$ cat src/include/ptrd_pkg.sv
// constants and types for the pulse-train reference decoder
`default_nettype none
package ptrd_pkg;
  localparam int unsigned POS_WIDTH       = 32;
  localparam int unsigned FMT_WIDTH       = 2;
  // format codes of format_select_field
  localparam logic [1:0]  FMT_QUADRATURE  = 2'h0;
  localparam logic [1:0]  FMT_CW_CCW      = 2'h1;
  localparam logic [1:0]  FMT_PULSE_DIR   = 2'h2;
  localparam logic [1:0]  FMT_RESET       = 2'h0;
  localparam logic        INVERT_RESET    = 1'h0;
  // source pulse limits, checked on the far side only
  localparam int unsigned CLOCK_HZ        = 100_000_000;
  localparam int unsigned MAX_RATE_FAST_HZ = 4_000_000;
  localparam int unsigned MAX_RATE_DIFF_HZ = 500_000;
  localparam int unsigned MAX_RATE_OC_HZ   = 200_000;
  localparam int unsigned MIN_CYCLES_FAST  = CLOCK_HZ / MAX_RATE_FAST_HZ;
  typedef logic signed [POS_WIDTH-1:0] ptrd_pos_t;
  typedef logic [FMT_WIDTH-1:0] ptrd_fmt_t;
endpackage : ptrd_pkg
`default_nettype wire

$ cat src/logic/ptrd_sync.sv
// two-stage synchroniser for one pin
`default_nettype none
module ptrd_sync (
  // clock and reset
  input  wire logic clock_in,
  input  wire logic nrst_in,
  // pin and synchronised level
  input  wire logic pin_in,
  output logic      level_out
);
  logic meta;

  always_ff @(posedge clock_in or negedge nrst_in) begin
    if (!nrst_in) begin
      meta      <= 1'b0;
      level_out <= 1'b0;
    end else begin
      meta      <= pin_in;
      level_out <= meta;
    end
  end
endmodule : ptrd_sync
`default_nettype wire

$ cat src/logic/ptrd_decoder.sv
// pulse-train reference decoder top
`default_nettype none
module ptrd_decoder
  import ptrd_pkg::*;
(
  // clock and reset
  input  wire logic               clock_in,
  input  wire logic               nrst_in,
  // reference_train_port pins
  input  wire logic               fast_step_line_in,
  input  wire logic               fast_direction_line_in,
  // configuration
  input  wire logic               train_following_mode_in,
  input  wire ptrd_pkg::ptrd_fmt_t format_select_field_in,
  input  wire logic               direction_invert_field_in,
  // position reference
  output var ptrd_pkg::ptrd_pos_t position_out,
  output logic                    step_up_out,
  output logic                    step_down_out
);
  import ptrd_pkg::*;

  logic      step_s;
  logic      dir_s;
  logic      step_d;
  logic      dir_d;
  ptrd_fmt_t fmt;
  logic      invert;
  logic      raw_up;
  logic      raw_down;
  logic      up;
  logic      down;

  // rising edge of a synchronised level against its delayed copy
  function automatic logic rose(input logic cur, input logic prev);
    return cur & ~prev;
  endfunction : rose

  ptrd_sync u_step_sync (
    .clock_in  (clock_in),
    .nrst_in   (nrst_in),
    .pin_in    (fast_step_line_in),
    .level_out (step_s)
  );

  ptrd_sync u_dir_sync (
    .clock_in  (clock_in),
    .nrst_in   (nrst_in),
    .pin_in    (fast_direction_line_in),
    .level_out (dir_s)
  );

  // configuration registers; reset defaults, then follow the inputs
  always_ff @(posedge clock_in or negedge nrst_in) begin
    if (!nrst_in) begin
      fmt    <= FMT_RESET;
      invert <= INVERT_RESET;
    end else begin
      fmt    <= format_select_field_in;
      invert <= direction_invert_field_in;
    end
  end

  // previous synchronised levels for edge detection
  always_ff @(posedge clock_in or negedge nrst_in) begin
    if (!nrst_in) begin
      step_d <= 1'b0;
      dir_d  <= 1'b0;
    end else begin
      step_d <= step_s;
      dir_d  <= dir_s;
    end
  end

  // decode; an edge on both lines in one cycle is a lost quadrature state, ignored
  always_comb begin
    raw_up   = 1'b0;
    raw_down = 1'b0;
    case (fmt)
      FMT_QUADRATURE: begin
        if (train_following_mode_in) begin
          // the moving line that now equals the other one was the trailing edge
          if ((step_s != step_d) && (dir_s == dir_d)) begin
            raw_up   = (step_s == dir_s);
            raw_down = (step_s != dir_s);
          end else if ((dir_s != dir_d) && (step_s == step_d)) begin
            raw_up   = (dir_s != step_s);
            raw_down = (dir_s == step_s);
          end
        end
      end
      FMT_CW_CCW: begin
        // simultaneous pulses cancel
        raw_up   = rose(step_s, step_d) & ~rose(dir_s, dir_d);
        raw_down = rose(dir_s, dir_d) & ~rose(step_s, step_d);
      end
      FMT_PULSE_DIR: begin
        raw_up   = rose(step_s, step_d) & ~dir_s;
        raw_down = rose(step_s, step_d) & dir_s;
      end
      default: begin
        raw_up   = 1'b0;
        raw_down = 1'b0;
      end
    endcase
    up   = invert ? raw_down : raw_up;
    down = invert ? raw_up : raw_down;
  end

  // position accumulator, wraps silently at full scale
  always_ff @(posedge clock_in or negedge nrst_in) begin
    if (!nrst_in) begin
      position_out  <= '0;
      step_up_out   <= 1'b0;
      step_down_out <= 1'b0;
    end else begin
      step_up_out   <= up;
      step_down_out <= down;
      if (up) begin
        position_out <= position_out + ptrd_pos_t'(1);
      end else if (down) begin
        position_out <= position_out - ptrd_pos_t'(1);
      end
    end
  end
endmodule : ptrd_decoder
`default_nettype wire

$ cat config.mk
export PLATFORM = sky130hd
export DESIGN_NAME = ptrd_decoder
export DESIGN_NICKNAME = d
export VERILOG_FILES = /design/src/include/ptrd_pkg.sv /design/src/logic/ptrd_sync.sv /design/src/logic/ptrd_decoder.sv
export SDC_FILE = /design/constraint.sdc
export NUM_CORES = 1
export LEC_CHECK = 0
export BUFFER_PORTS_ARGS = -buffer_cell sky130_fd_sc_hd__buf_4
export CAP_MARGIN = 20
export CORE_AREA = 5 5 75 90
export CTS_BUF_LIST = sky130_fd_sc_hd__clkbuf_8
export CTS_CLUSTER_DIAMETER = 60
export DETAILED_ROUTE_END_ITERATION = 12
export DIE_AREA = 0 0 80 95
export PLACE_DENSITY = 0.86
export SLEW_MARGIN = 15
export SYNTH_ARGS = -nofsm -noshare
export SYNTH_HDL_FRONTEND = slang
export SYNTH_HIERARCHICAL = 1
export SYNTH_SLANG_ARGS = --single-unit
$ cat constraint.sdc
create_clock -name clock_in -period 4.2 [get_ports clock_in]
set_input_delay 0.42 -clock clock_in [delete_from_list [all_inputs] [get_ports clock_in]]
set_output_delay 0.42 -clock clock_in [all_outputs]
set_load 0.02 [all_outputs]
==> results of run 1 <==
area by class of cell:
cell class	instances	area share, %
multi-input combinational	271	52.11
clock inverter	1	0.1453
timing repair buffer	46	10.03
sequential	43	31.25
clock buffer	6	2.398
tap	82	2.980
inverter	10	1.090
power groups by stage:
stage / Sequential [mW] / Combinational, mW / Clock (mW)
after global placement: 0.749 / 0.798 / 0
final: 0.750 / 0.817 / 0.269
after detailed placement: 0.752 / 0.813 / 0
after global routing: 0.776 / 0.890 / 0.291
after CTS: 0.746 / 0.818 / 0.277
after floorplan: 0.756 / 0.497 / 0
synthesized netlist by cell type (all sizes together), types with 3 or more instances:
master  count  share of area (%)
nand4      20                4.2
nand3      14                2.3
or3         9                2.2
and4        3               0.87
nor3b       3               0.75
dfrtp      43                 36
nor4       16                3.5
nor3       16                2.7
xor2       11                3.2
buf         6                1.1
mux2        3                1.1
nand2b      4               0.83
o21ai       7                1.2
a21o        3               0.75
o211ai      3               0.75
nor2       26                3.2
nand2      43                5.4
inv        10                1.2
a21oi       9                1.5
xnor2      18                5.5
or4         5                1.2
and2        4               0.83
ha          7                2.9
mux2i      13                4.3
clkbuf     19                2.4
and3        4               0.83
layer usage:
layer / GRT usage [%] / share of wire [%]
met1: 26.60 / 39
met2: 39.16 / 53
met3: 2.863 / 5.8
met4: 8.451 / 2.2
met5: 0 / 0
state kept, by name, summed over array words and instances, names as in the netlist:
name and flops:
u_step_sync/level_out 1, dir_d 1, fmt 2, u_step_sync/meta 1, position_out 32, step_d 1
u_dir_sync/level_out 1, step_down_out 1, u_dir_sync/meta 1, step_up_out 1, invert 1
cell families (layout without fill, tap and decap cells):
kind of cell,Yosys count,count (layout),share of synthesized area [%]
AO/OA/AOI/OAI,46,46,11.96
XOR/XNOR,29,29,8.679
buffers and inverters,35,63,4.734
AND/OR/NAND/NOR,173,173,30.56
flip-flops,43,43,35.71
multiplexers,16,16,5.440
adder cells (fa/ha/maj),7,7,2.907
placed cells by master (no fill, tap or decap), types with 4 or more instances in the layout:
cell	count
a21oi_1	9
and2_1	4
and3_1	4
buf_4	46
clkbuf_8	6
dfrtp_1	43
ha_1	7
inv_1	9
mux2i_1	13
nand2_1	43
nand2b_1	4
nand3_1	14
nand4_1	20
nor2_1	26
nor3_1	16
nor4_1	15
o21ai_0	7
or3_1	7
or4_1	5
xnor2_1	17
xor2_1	11
stage by stage:
| step | total power, mW | setup slack (ns) | cells | hold WS (ns) | util, % |
|---|---|---|---|---|---|
| floorplan | 1.252 | 0.2638 | 349 | 0.1244 | - |
| global placement | 1.547 | 0.7794 | 452 | 0.3457 | 56.92 |
| detailed placement | 1.565 | 0.6404 | 452 | 0.3418 | 56.92 |
| CTS | 1.840 | 0.6109 | 459 | 0.1236 | 58.40 |
| global route | 1.957 | 0.3182 | 459 | 0.1565 | 58.40 |
| finish | 1.835 | 0.5930 | 459 | 0.1046 | 58.40 |
worst min-delay path by stage:
stage               slack, ns                    end              from  depth (start not counted)
floorplan                0.12                  dir_d           nrst_in                          0
global placement         0.35  u_step_sync/level_out  u_step_sync/meta                          0
detailed placement       0.34  u_step_sync/level_out  u_step_sync/meta                          0
CTS                      0.12       position_out[20]           nrst_in                          1
global route             0.16       position_out[20]           nrst_in                          1
finish                   0.10       position_out[24]           nrst_in                          1
==> reports/results.tsv, run 1 <==
stage	metric	value	unit
clocking	cts_htree_levels	2	
synth	syn_area_per_cell	8.633	sq um
power	power_per_cell_area	533.0	nW/um^2
route	routed_wl	7.799	mm
floorplan	die_x	80	um
worst_setup_path	cp_top_family	compound AO/OA/AOI/OAI gates	
clocking	cts_made_buffers	5	
clocking	hold_buffers	0	
placed_design	place_area	3356	sq um
sta	fin_crit_sh	85.88	%
final_layout	regArea	1076	sq um
power	p_leak	1.466	nW
route	wire_per_inst	16.99	um
power	clkPwrFrac	14.6	%
placed_design	io_buffers	41	
run	drv_cap	0	
clocking	ctsResizeCount	0	
final_layout	drive_gt1_share	17.24	%
floorplan	core_area	5896	sq um
placed_design	gp_congestion	0.8911	
clocking	clk_pin_slew_worst_paths	0.08	ns
final_layout	multi_input_area	1794	sq um
power	peakVddDrop	364.2	uV
synth	synth_warnings	6	
clocking	cts_tree	built	
floorplan	io_pins	42	
synth	syn_nets	364	
worst_setup_path	crit_arrival	3.83	ns
worst_setup_path	cp-endpoint	position_out[30]	
route	num_vias	2864	
clocking	cts.sinks	43	
power	p_seq_share	40.9	%
sta	fmax	0.2772	GHz
route	drtPass1Iterations	5	
final_layout	final_area	3443	sq um
worst_setup_path	worst_r2r_path_depth	14	
worst_hold_path	hold_class	in2async	
power	p_comb_share	44.5	%
worst_setup_path	critPathMaxStageDelay	0.50	ns
run_status	status	finished clean	
worst_setup_path	r2r-start	u_dir_sync/level_out	
global_route	grt_usage	21.95	%
clocking	clk_latency	0.30	ns
floorplan	initial_utilization	51.10	%
sta	drv_slew	0	
global_route	antenna_found_initial	0	
floorplan	fp.dieArea	7600	sq um
final_layout	syn2layout_area_growth	14.29	%
synth	synth.distinct_cells	56	
worst_setup_path	critical_path.startpoint	u_dir_sync/level_out	
clocking	post_cts_buffers	0	
sta	rsz0062_at_grt	no	
worst_setup_path	crit_fanout	6	
route	viasPerCell	6.240	
route	antenna_left	0	
global_route	overflow	0	
sta	finalHoldViolCount	0	
synth	ys_dominant_reg_cell	dfrtp_1	
sta	fin_setup_tns	0	ns
global_route	grt_pass1_wl	13.25	mm
sta	fin_skew	0.005188	ns
power	p_switching	839.3	uW
sta	worstMarginPinSlew	0.6215	ns
worst_setup_path	critPathBufInv	2	
worst_setup_path	cp.required	4.43	ns
final_layout	fillers	555	
worst_setup_path	worst_path_max_delay_cell	a2111o_1	
final_layout	layout.nets	392	
worst_setup_path	cp-end-kind	flip-flop	
synth	postSynthCellCount	349	
worst_setup_path	crit_chain	ha_1, and4b_1, mux2i_1, a221o_1, inv_2, xnor2_1, ha_1, inv_1, nor2_1, nand2_1, a2111o_1, a21boi_2, mux2i_1, xnor2_1	
worst_setup_path	ff2ff_setup_slack	0.59	ns
synth	synth.cell_area	3013	sq um
route	drc_errors	0	
synth	synth-seq-area-share	35.71	%
clocking	clockBufferDepth	2	
floorplan	rows	31	
power	switching_share	45.73	%
floorplan	die_y	95	um
sta	slew_headroom	58.19	%
route	drtIter0Drc	284	
worst_setup_path	worstReg2RegEnd	position_out[30]	
synth	synth_edf_count	0	
placed_design	dp_hpwl	5.710	mm
worst_setup_path	path_depth	14	
global_route	grt_max_degree	44	
global_route	grt_pass1_vias	2769	
sta	min_period	3.607	ns
clocking	cts_root_buffer	clkbuf_8	
final_layout	insertedDiodeCount	0	
synth	ys_seq_elements	43	
power	p_int	996.2	uW
worst_setup_path	startpoint_type	flip-flop	
synth	async_flop_share	100.0	%
worst_setup_path	path_class	reg2reg	
sta	setup_viol	0	
(Power assumes the default switching activity.)
==> run 2, diff against run 1 <==
Settings changed: CELL_PAD_IN_SITES_DETAIL_PLACEMENT from default to 0, CELL_PAD_IN_SITES_GLOBAL_PLACEMENT from default to 2, CORE_AREA 5 5 75 90 to 5 5 94 113, DIE_AREA 0 0 80 95 to 0 0 99 118, PLACE_DENSITY 0.86 to 0.87.
==> reports/results.tsv, run 2 (synthesis results as in run 1) <==
stage	metric	value	unit
final_layout	top_regs	position_out x32, fmt x2	
clocking	hold_buffers	0	
power	p_int	1.041	mW
global_route	grt_pass1_wl	14.26	mm
worst_hold_path	hold_class	in2async	
global_route	grt_max_degree	44	
power	power_per_cell_area	544.8	nW/um^2
final_layout	fillers	992	
route	drtPass1Iterations	4	
final_layout	layout_commonest_cell	buf_4	
floorplan	die_x	99	um
sta	fin_crit_sh	86.90	%
run	drv_cap	0	
route	routed_wl	8.791	mm
final_layout	mostFrequentLayoutCells	buf_4, nand2_1, dfrtp_1	
sta	worstMarginPinSlew	0.7809	ns
worst_setup_path	cp-end-kind	flip-flop	
power	p_seq_share	39.4	%
final_layout	insertedDiodeCount	0	
final_layout	layout.nets	391	
clocking	clk_latency	0.30	ns
sta	layout_setup_ws	0.5501	ns
clocking	clk_pin_slew_worst_paths	0.10	ns
worst_setup_path	crit_arrival	3.88	ns
sta	fin_skew	0.006955	ns
power	peakVddDrop	301.0	uV
power	p_switching	874.0	uW
route	num_vias	2791	
clocking	cts_root_buffer	clkbuf_8	
placed_design	io_buffers	41	
worst_setup_path	cp.required	4.43	ns
worst_setup_path	crit_fanout	6	
sta	rsz0062_at_grt	no	
power	clkPwrFrac	18.0	%
global_route	antenna_found_initial	0	
floorplan	fp.dieArea	11680	sq um
global_route	overflow	0	
worst_setup_path	worst_r2r_path_depth	15	
power	switching_share	45.63	%
clocking	cts_htree_levels	2	
worst_setup_path	path_class	reg2reg	
power	p_leak	1.473	nW
final_layout	drive_gt1_share	17.24	%
clocking	post_cts_buffers	0	
global_route	grt_usage	14.98	%
worst_setup_path	startpoint_type	flip-flop	
final_layout	largest_reg_flops	32	
sta	min_period	3.650	ns
clocking	cts.sinks	43	
sta	finalHoldViolCount	0	
final_layout	top_register	position_out	
sta	fin_setup_tns	0	ns
run_status	status	finished clean	
floorplan	core_area	9418	sq um
floorplan	rows	39	
global_route	grt_pass1_vias	2775	
route	drtIter0Drc	202	
sta	setup_viol	0	
route	viasPerCell	5.582	
placed_design	dp_hpwl	6.425	mm
floorplan	die_y	118	um
power	p_total	1.915	mW
sta	fmax	0.2740	GHz
floorplan	io_pins	42	
clocking	ctsResizeCount	0	
clocking	clockBufferDepth	2	
placed_design	place_ws	0.5810	ns
power	p_comb_share	42.6	%
route	drc_errors	0	
placed_design	gp_congestion	0.8312	
route	wire_per_inst	17.58	um
clocking	cts_made_buffers	5	
final_layout	syn2layout_area_growth	16.69	%
route	antenna_left	0	
sta	drv_slew	0	
sta	slew_headroom	47.46	%
floorplan	initial_utilization	31.99	%
clocking	cts_tree	built	
## run 2: cell type report
type	instances	area, sq um	area share [%]
Multi-Input combinational cell	271	1794	51.03
Clock buffer	5	68.82	1.957
Timing Repair Buffer	45	337.8	9.609
Inverter	10	37.54	1.068
Clock inverter	3	47.55	1.352
Tap cell	123	153.9	4.377
Sequential cell	43	1076	30.60
## run 2: metrics by stage
stage               instance area [sq um]  cells  hold WS (ns)  utilization [%]
floorplan                            3013    349        0.1244                -
global placement                     3400    492        0.3444            36.10
detailed placement                   3400    492        0.3475            36.10
CTS                                  3516    500        0.1208            37.33
global route                         3516    500        0.1388            37.33
finish                               3516    500        0.1013            37.33
## run 2: worst paths after layout
check	start	to	slack, ns
max	u_dir_sync/level_out	position_out[30]	0.55
min	nrst_in	dir_d	0.10
max reg2reg	u_dir_sync/level_out	position_out[30]	0.55
min reg2reg	u_step_sync/meta	u_step_sync/level_out	0.37
max in group asynchronous	nrst_in	position_out[22]	3.71
min in group clock_in	fast_direction_line_in	u_dir_sync/meta	0.21
## run 2: power groups by stage
stage | registers, mW | logic, mW | clock network [mW]
after detailed placement | 0.765 | 0.818 | 0
final | 0.754 | 0.817 | 0.344
after floorplan | 0.756 | 0.497 | 0
after global routing | 0.785 | 0.888 | 0.375
after CTS | 0.758 | 0.824 | 0.356
after global placement | 0.765 | 0.818 | 0
## run 2: layer usage
metal / GRT usage [%] / share of wire, %
met4: 4.868 / 1.4
met2: 25.71 / 52
met3: 2.667 / 4.7
met1: 18.79 / 41
met5: 0 / 0
## run 2: critical path, stage by stage (launching register included)
cell and delay, ns:
dfrtp_1 0.48, ha_1 0.33, and4b_1 0.27, mux2i_1 0.12
a221o_1 0.38, inv_2 0.10, xnor2_1 0.12, ha_1 0.26
inv_1 0.06, nor2_1 0.10, buf_4 0.15, nand2_1 0.07
a2111o_1 0.48, a21boi_2 0.27, mux2i_1 0.25, xnor2_1 0.14
==> run 3, diff against run 2 <==
Settings changed: CORE_AREA 5 5 94 113 to 5 5 90 109, DIE_AREA 0 0 99 118 to 0 0 95 114, PLACE_DENSITY 0.87 to 0.89.
Clock period 4.2 ns to 3.8 ns, I/O delays scaled along.
==> reports/results.tsv, run 3 (synthesis results as in run 1) <==
stage	metric	value	unit
run_status	status	finished clean	
sta	min_period	3.554	ns
final_layout	mostFrequentLayoutCells	buf_4, nand2_1, dfrtp_1	
sta	fin_skew	0.007795	ns
clocking	ctsResizeCount	0	
global_route	gr-usage-met1	21.21	%
worst_setup_path	startpoint_type	flip-flop	
clocking	cts.sinks	43	
clocking	cts_tree	built	
global_route	overflow	0	
sta	fin_setup_tns	0	ns
route	drtPass1Iterations	4	
floorplan	die_x	95	um
floorplan	die_y	114	um
final_layout	final_area	3505	sq um
sta	layout_setup_ws	0.2465	ns
final_layout	fillers	946	
clocking	cts_htree_levels	2	
worst_setup_path	path_class	reg2reg	
placed_design	io_buffers	41	
route	viasPerCell	5.612	
clocking	post_cts_buffers	0	
global_route	grt_pass1_vias	2841	
route	antenna_left	0	
floorplan	core_area	8748	sq um
global_route	use_met2	29.02	%
final_layout	multi_input_area	1807	sq um
global_route	grt_max_degree	44	
sta	fin_crit_sh	93.51	%
sta	slew_headroom	57.61	%
sta	worstMarginPinSlew	0.6300	ns
route	num_vias	2795	
worst_setup_path	crit_fanout	6	
final_layout	fin_util	40.06	%
global_route	grt_pass1_wl	14.48	mm
power	p_leak	1.460	nW
worst_setup_path	worst_path_max_delay_cell	a2111o_1	
final_layout	largest_reg_flops	32	
final_layout	insertedDiodeCount	0	
sta	fmax	0.2814	GHz
sta	setup_viol	0	
clocking	hold_buffers	0	
sta	hold_slack	0.05405	ns
placed_design	place_ws	0.2699	ns
route	drtIter0Drc	187	
global_route	antenna_found_initial	0	
clocking	clockBufferDepth	2	
final_layout	layout.nets	392	
global_route	grt_usage	16.96	%
worst_hold_path	hold_class	in2async	
sta	finalHoldViolCount	0	
placed_design	dp_cells	490	
power	power_per_cell_area	589.0	nW/um^2
clocking	clk_pin_slew_worst_paths	0.09	ns
sta	rsz0062_at_grt	no	
clocking	cts_made_buffers	5	
floorplan	fp.dieArea	10830	sq um
worst_setup_path	cp.required	4.03	ns
worst_setup_path	crit_chain	ha_1, and4b_1, mux2i_1, a221o_1, inv_2, xnor2_1, ha_2, inv_1, nor2_2, nand2_1, a2111o_1, a21boi_4, mux2i_1, xnor2_1	
final_layout	top_regs	position_out x32, fmt x2	
global_route	gr-usage-met3	2.639	%
final_layout	top_register	position_out	
placed_design	gp_congestion	0.8480	
power	p_total	2.064	mW
final_layout	syn2layout_area_growth	16.32	%
route	routed_wl	8.786	mm
global_route	busiest_layer	met2	
final_layout	layout_commonest_cell	buf_4	
worst_setup_path	cp-end-kind	flip-flop	
floorplan	rows	38	
final_layout	final_cells	498	
route	wire_per_inst	17.64	um
route	drc_errors	0	
clocking	clk_latency	0.30	ns
sta	drv_slew	0	
final_layout	regArea	1076	sq um
floorplan	initial_utilization	34.44	%
placed_design	place_area	3406	sq um
floorplan	io_pins	42	
clocking	cts_root_buffer	clkbuf_8	
final_layout	drive_gt1_share	17.99	%
worst_setup_path	critPathMaxStageDelay	0.51	ns
run	drv_cap	0	
worst_setup_path	crit_arrival	3.78	ns
placed_design	dp_hpwl	6.319	mm
power	peakVddDrop	291.9	uV
[run 3: cell count changes in the layout (fill, tap and decap cells not counted), sizes merged]
cell      before  now
clkinvlp       0    2
bufinv         1    0
inv           11   10
buf           45   46
[run 3: worst max-delay path: cells and delay by family (launching register included)]
kind | cells | cell delay [ns]
AO/OA/AOI/OAI | 3 | 1.13
XOR/XNOR | 2 | 0.27
adder cells (fa/ha/maj) | 2 | 0.58
buffers and inverters | 2 | 0.16
flip-flops | 1 | 0.47
multiplexers | 2 | 0.39
AND/OR/NAND/NOR | 3 | 0.48
[run 3: layout make-up]
cell class                      instances  share of cell area, %
Multi-Input combinational cell        271                  51.55
Clock inverter                          3                 0.5712
Sequential cell                        43                  30.70
Clock buffer                            5                  1.964
Inverter                               10                  1.071
Timing Repair Buffer                   46                  9.854
Tap cell                              120                  4.284
[run 3: routing by layer]
layer / up-vias / share of wire [%]
li1: 1339 / -
met1: 1376 / 44
met2: 65 / 51
met3: 15 / 3.3
met4: 0 / 2.1
met5: - / 0
[run 3: power by group]
part	switching (mW)	internal [mW]	total, mW
logic	0.530	0.393	0.923
registers	0.266	0.571	0.837
clock network	0.176	0.128	0.305
[run 3: final timing paths]
| path | cells after the start | slack (ns) | start | end |
|---|---|---|---|---|
| max in group asynchronous | 1 | 3.35 | nrst_in | position_out[11] |
| min in group clock_in | 1 | 0.17 | fast_direction_line_in | u_dir_sync/meta |
| worst min register to register | 0 | 0.36 | u_dir_sync/meta | u_dir_sync/level_out |
| worst max-delay path | 14 | 0.25 | u_dir_sync/level_out | position_out[30] |
| worst max register to register | 14 | 0.25 | u_dir_sync/level_out | position_out[30] |
| worst min-delay path | 1 | 0.05 | nrst_in | dir_d |
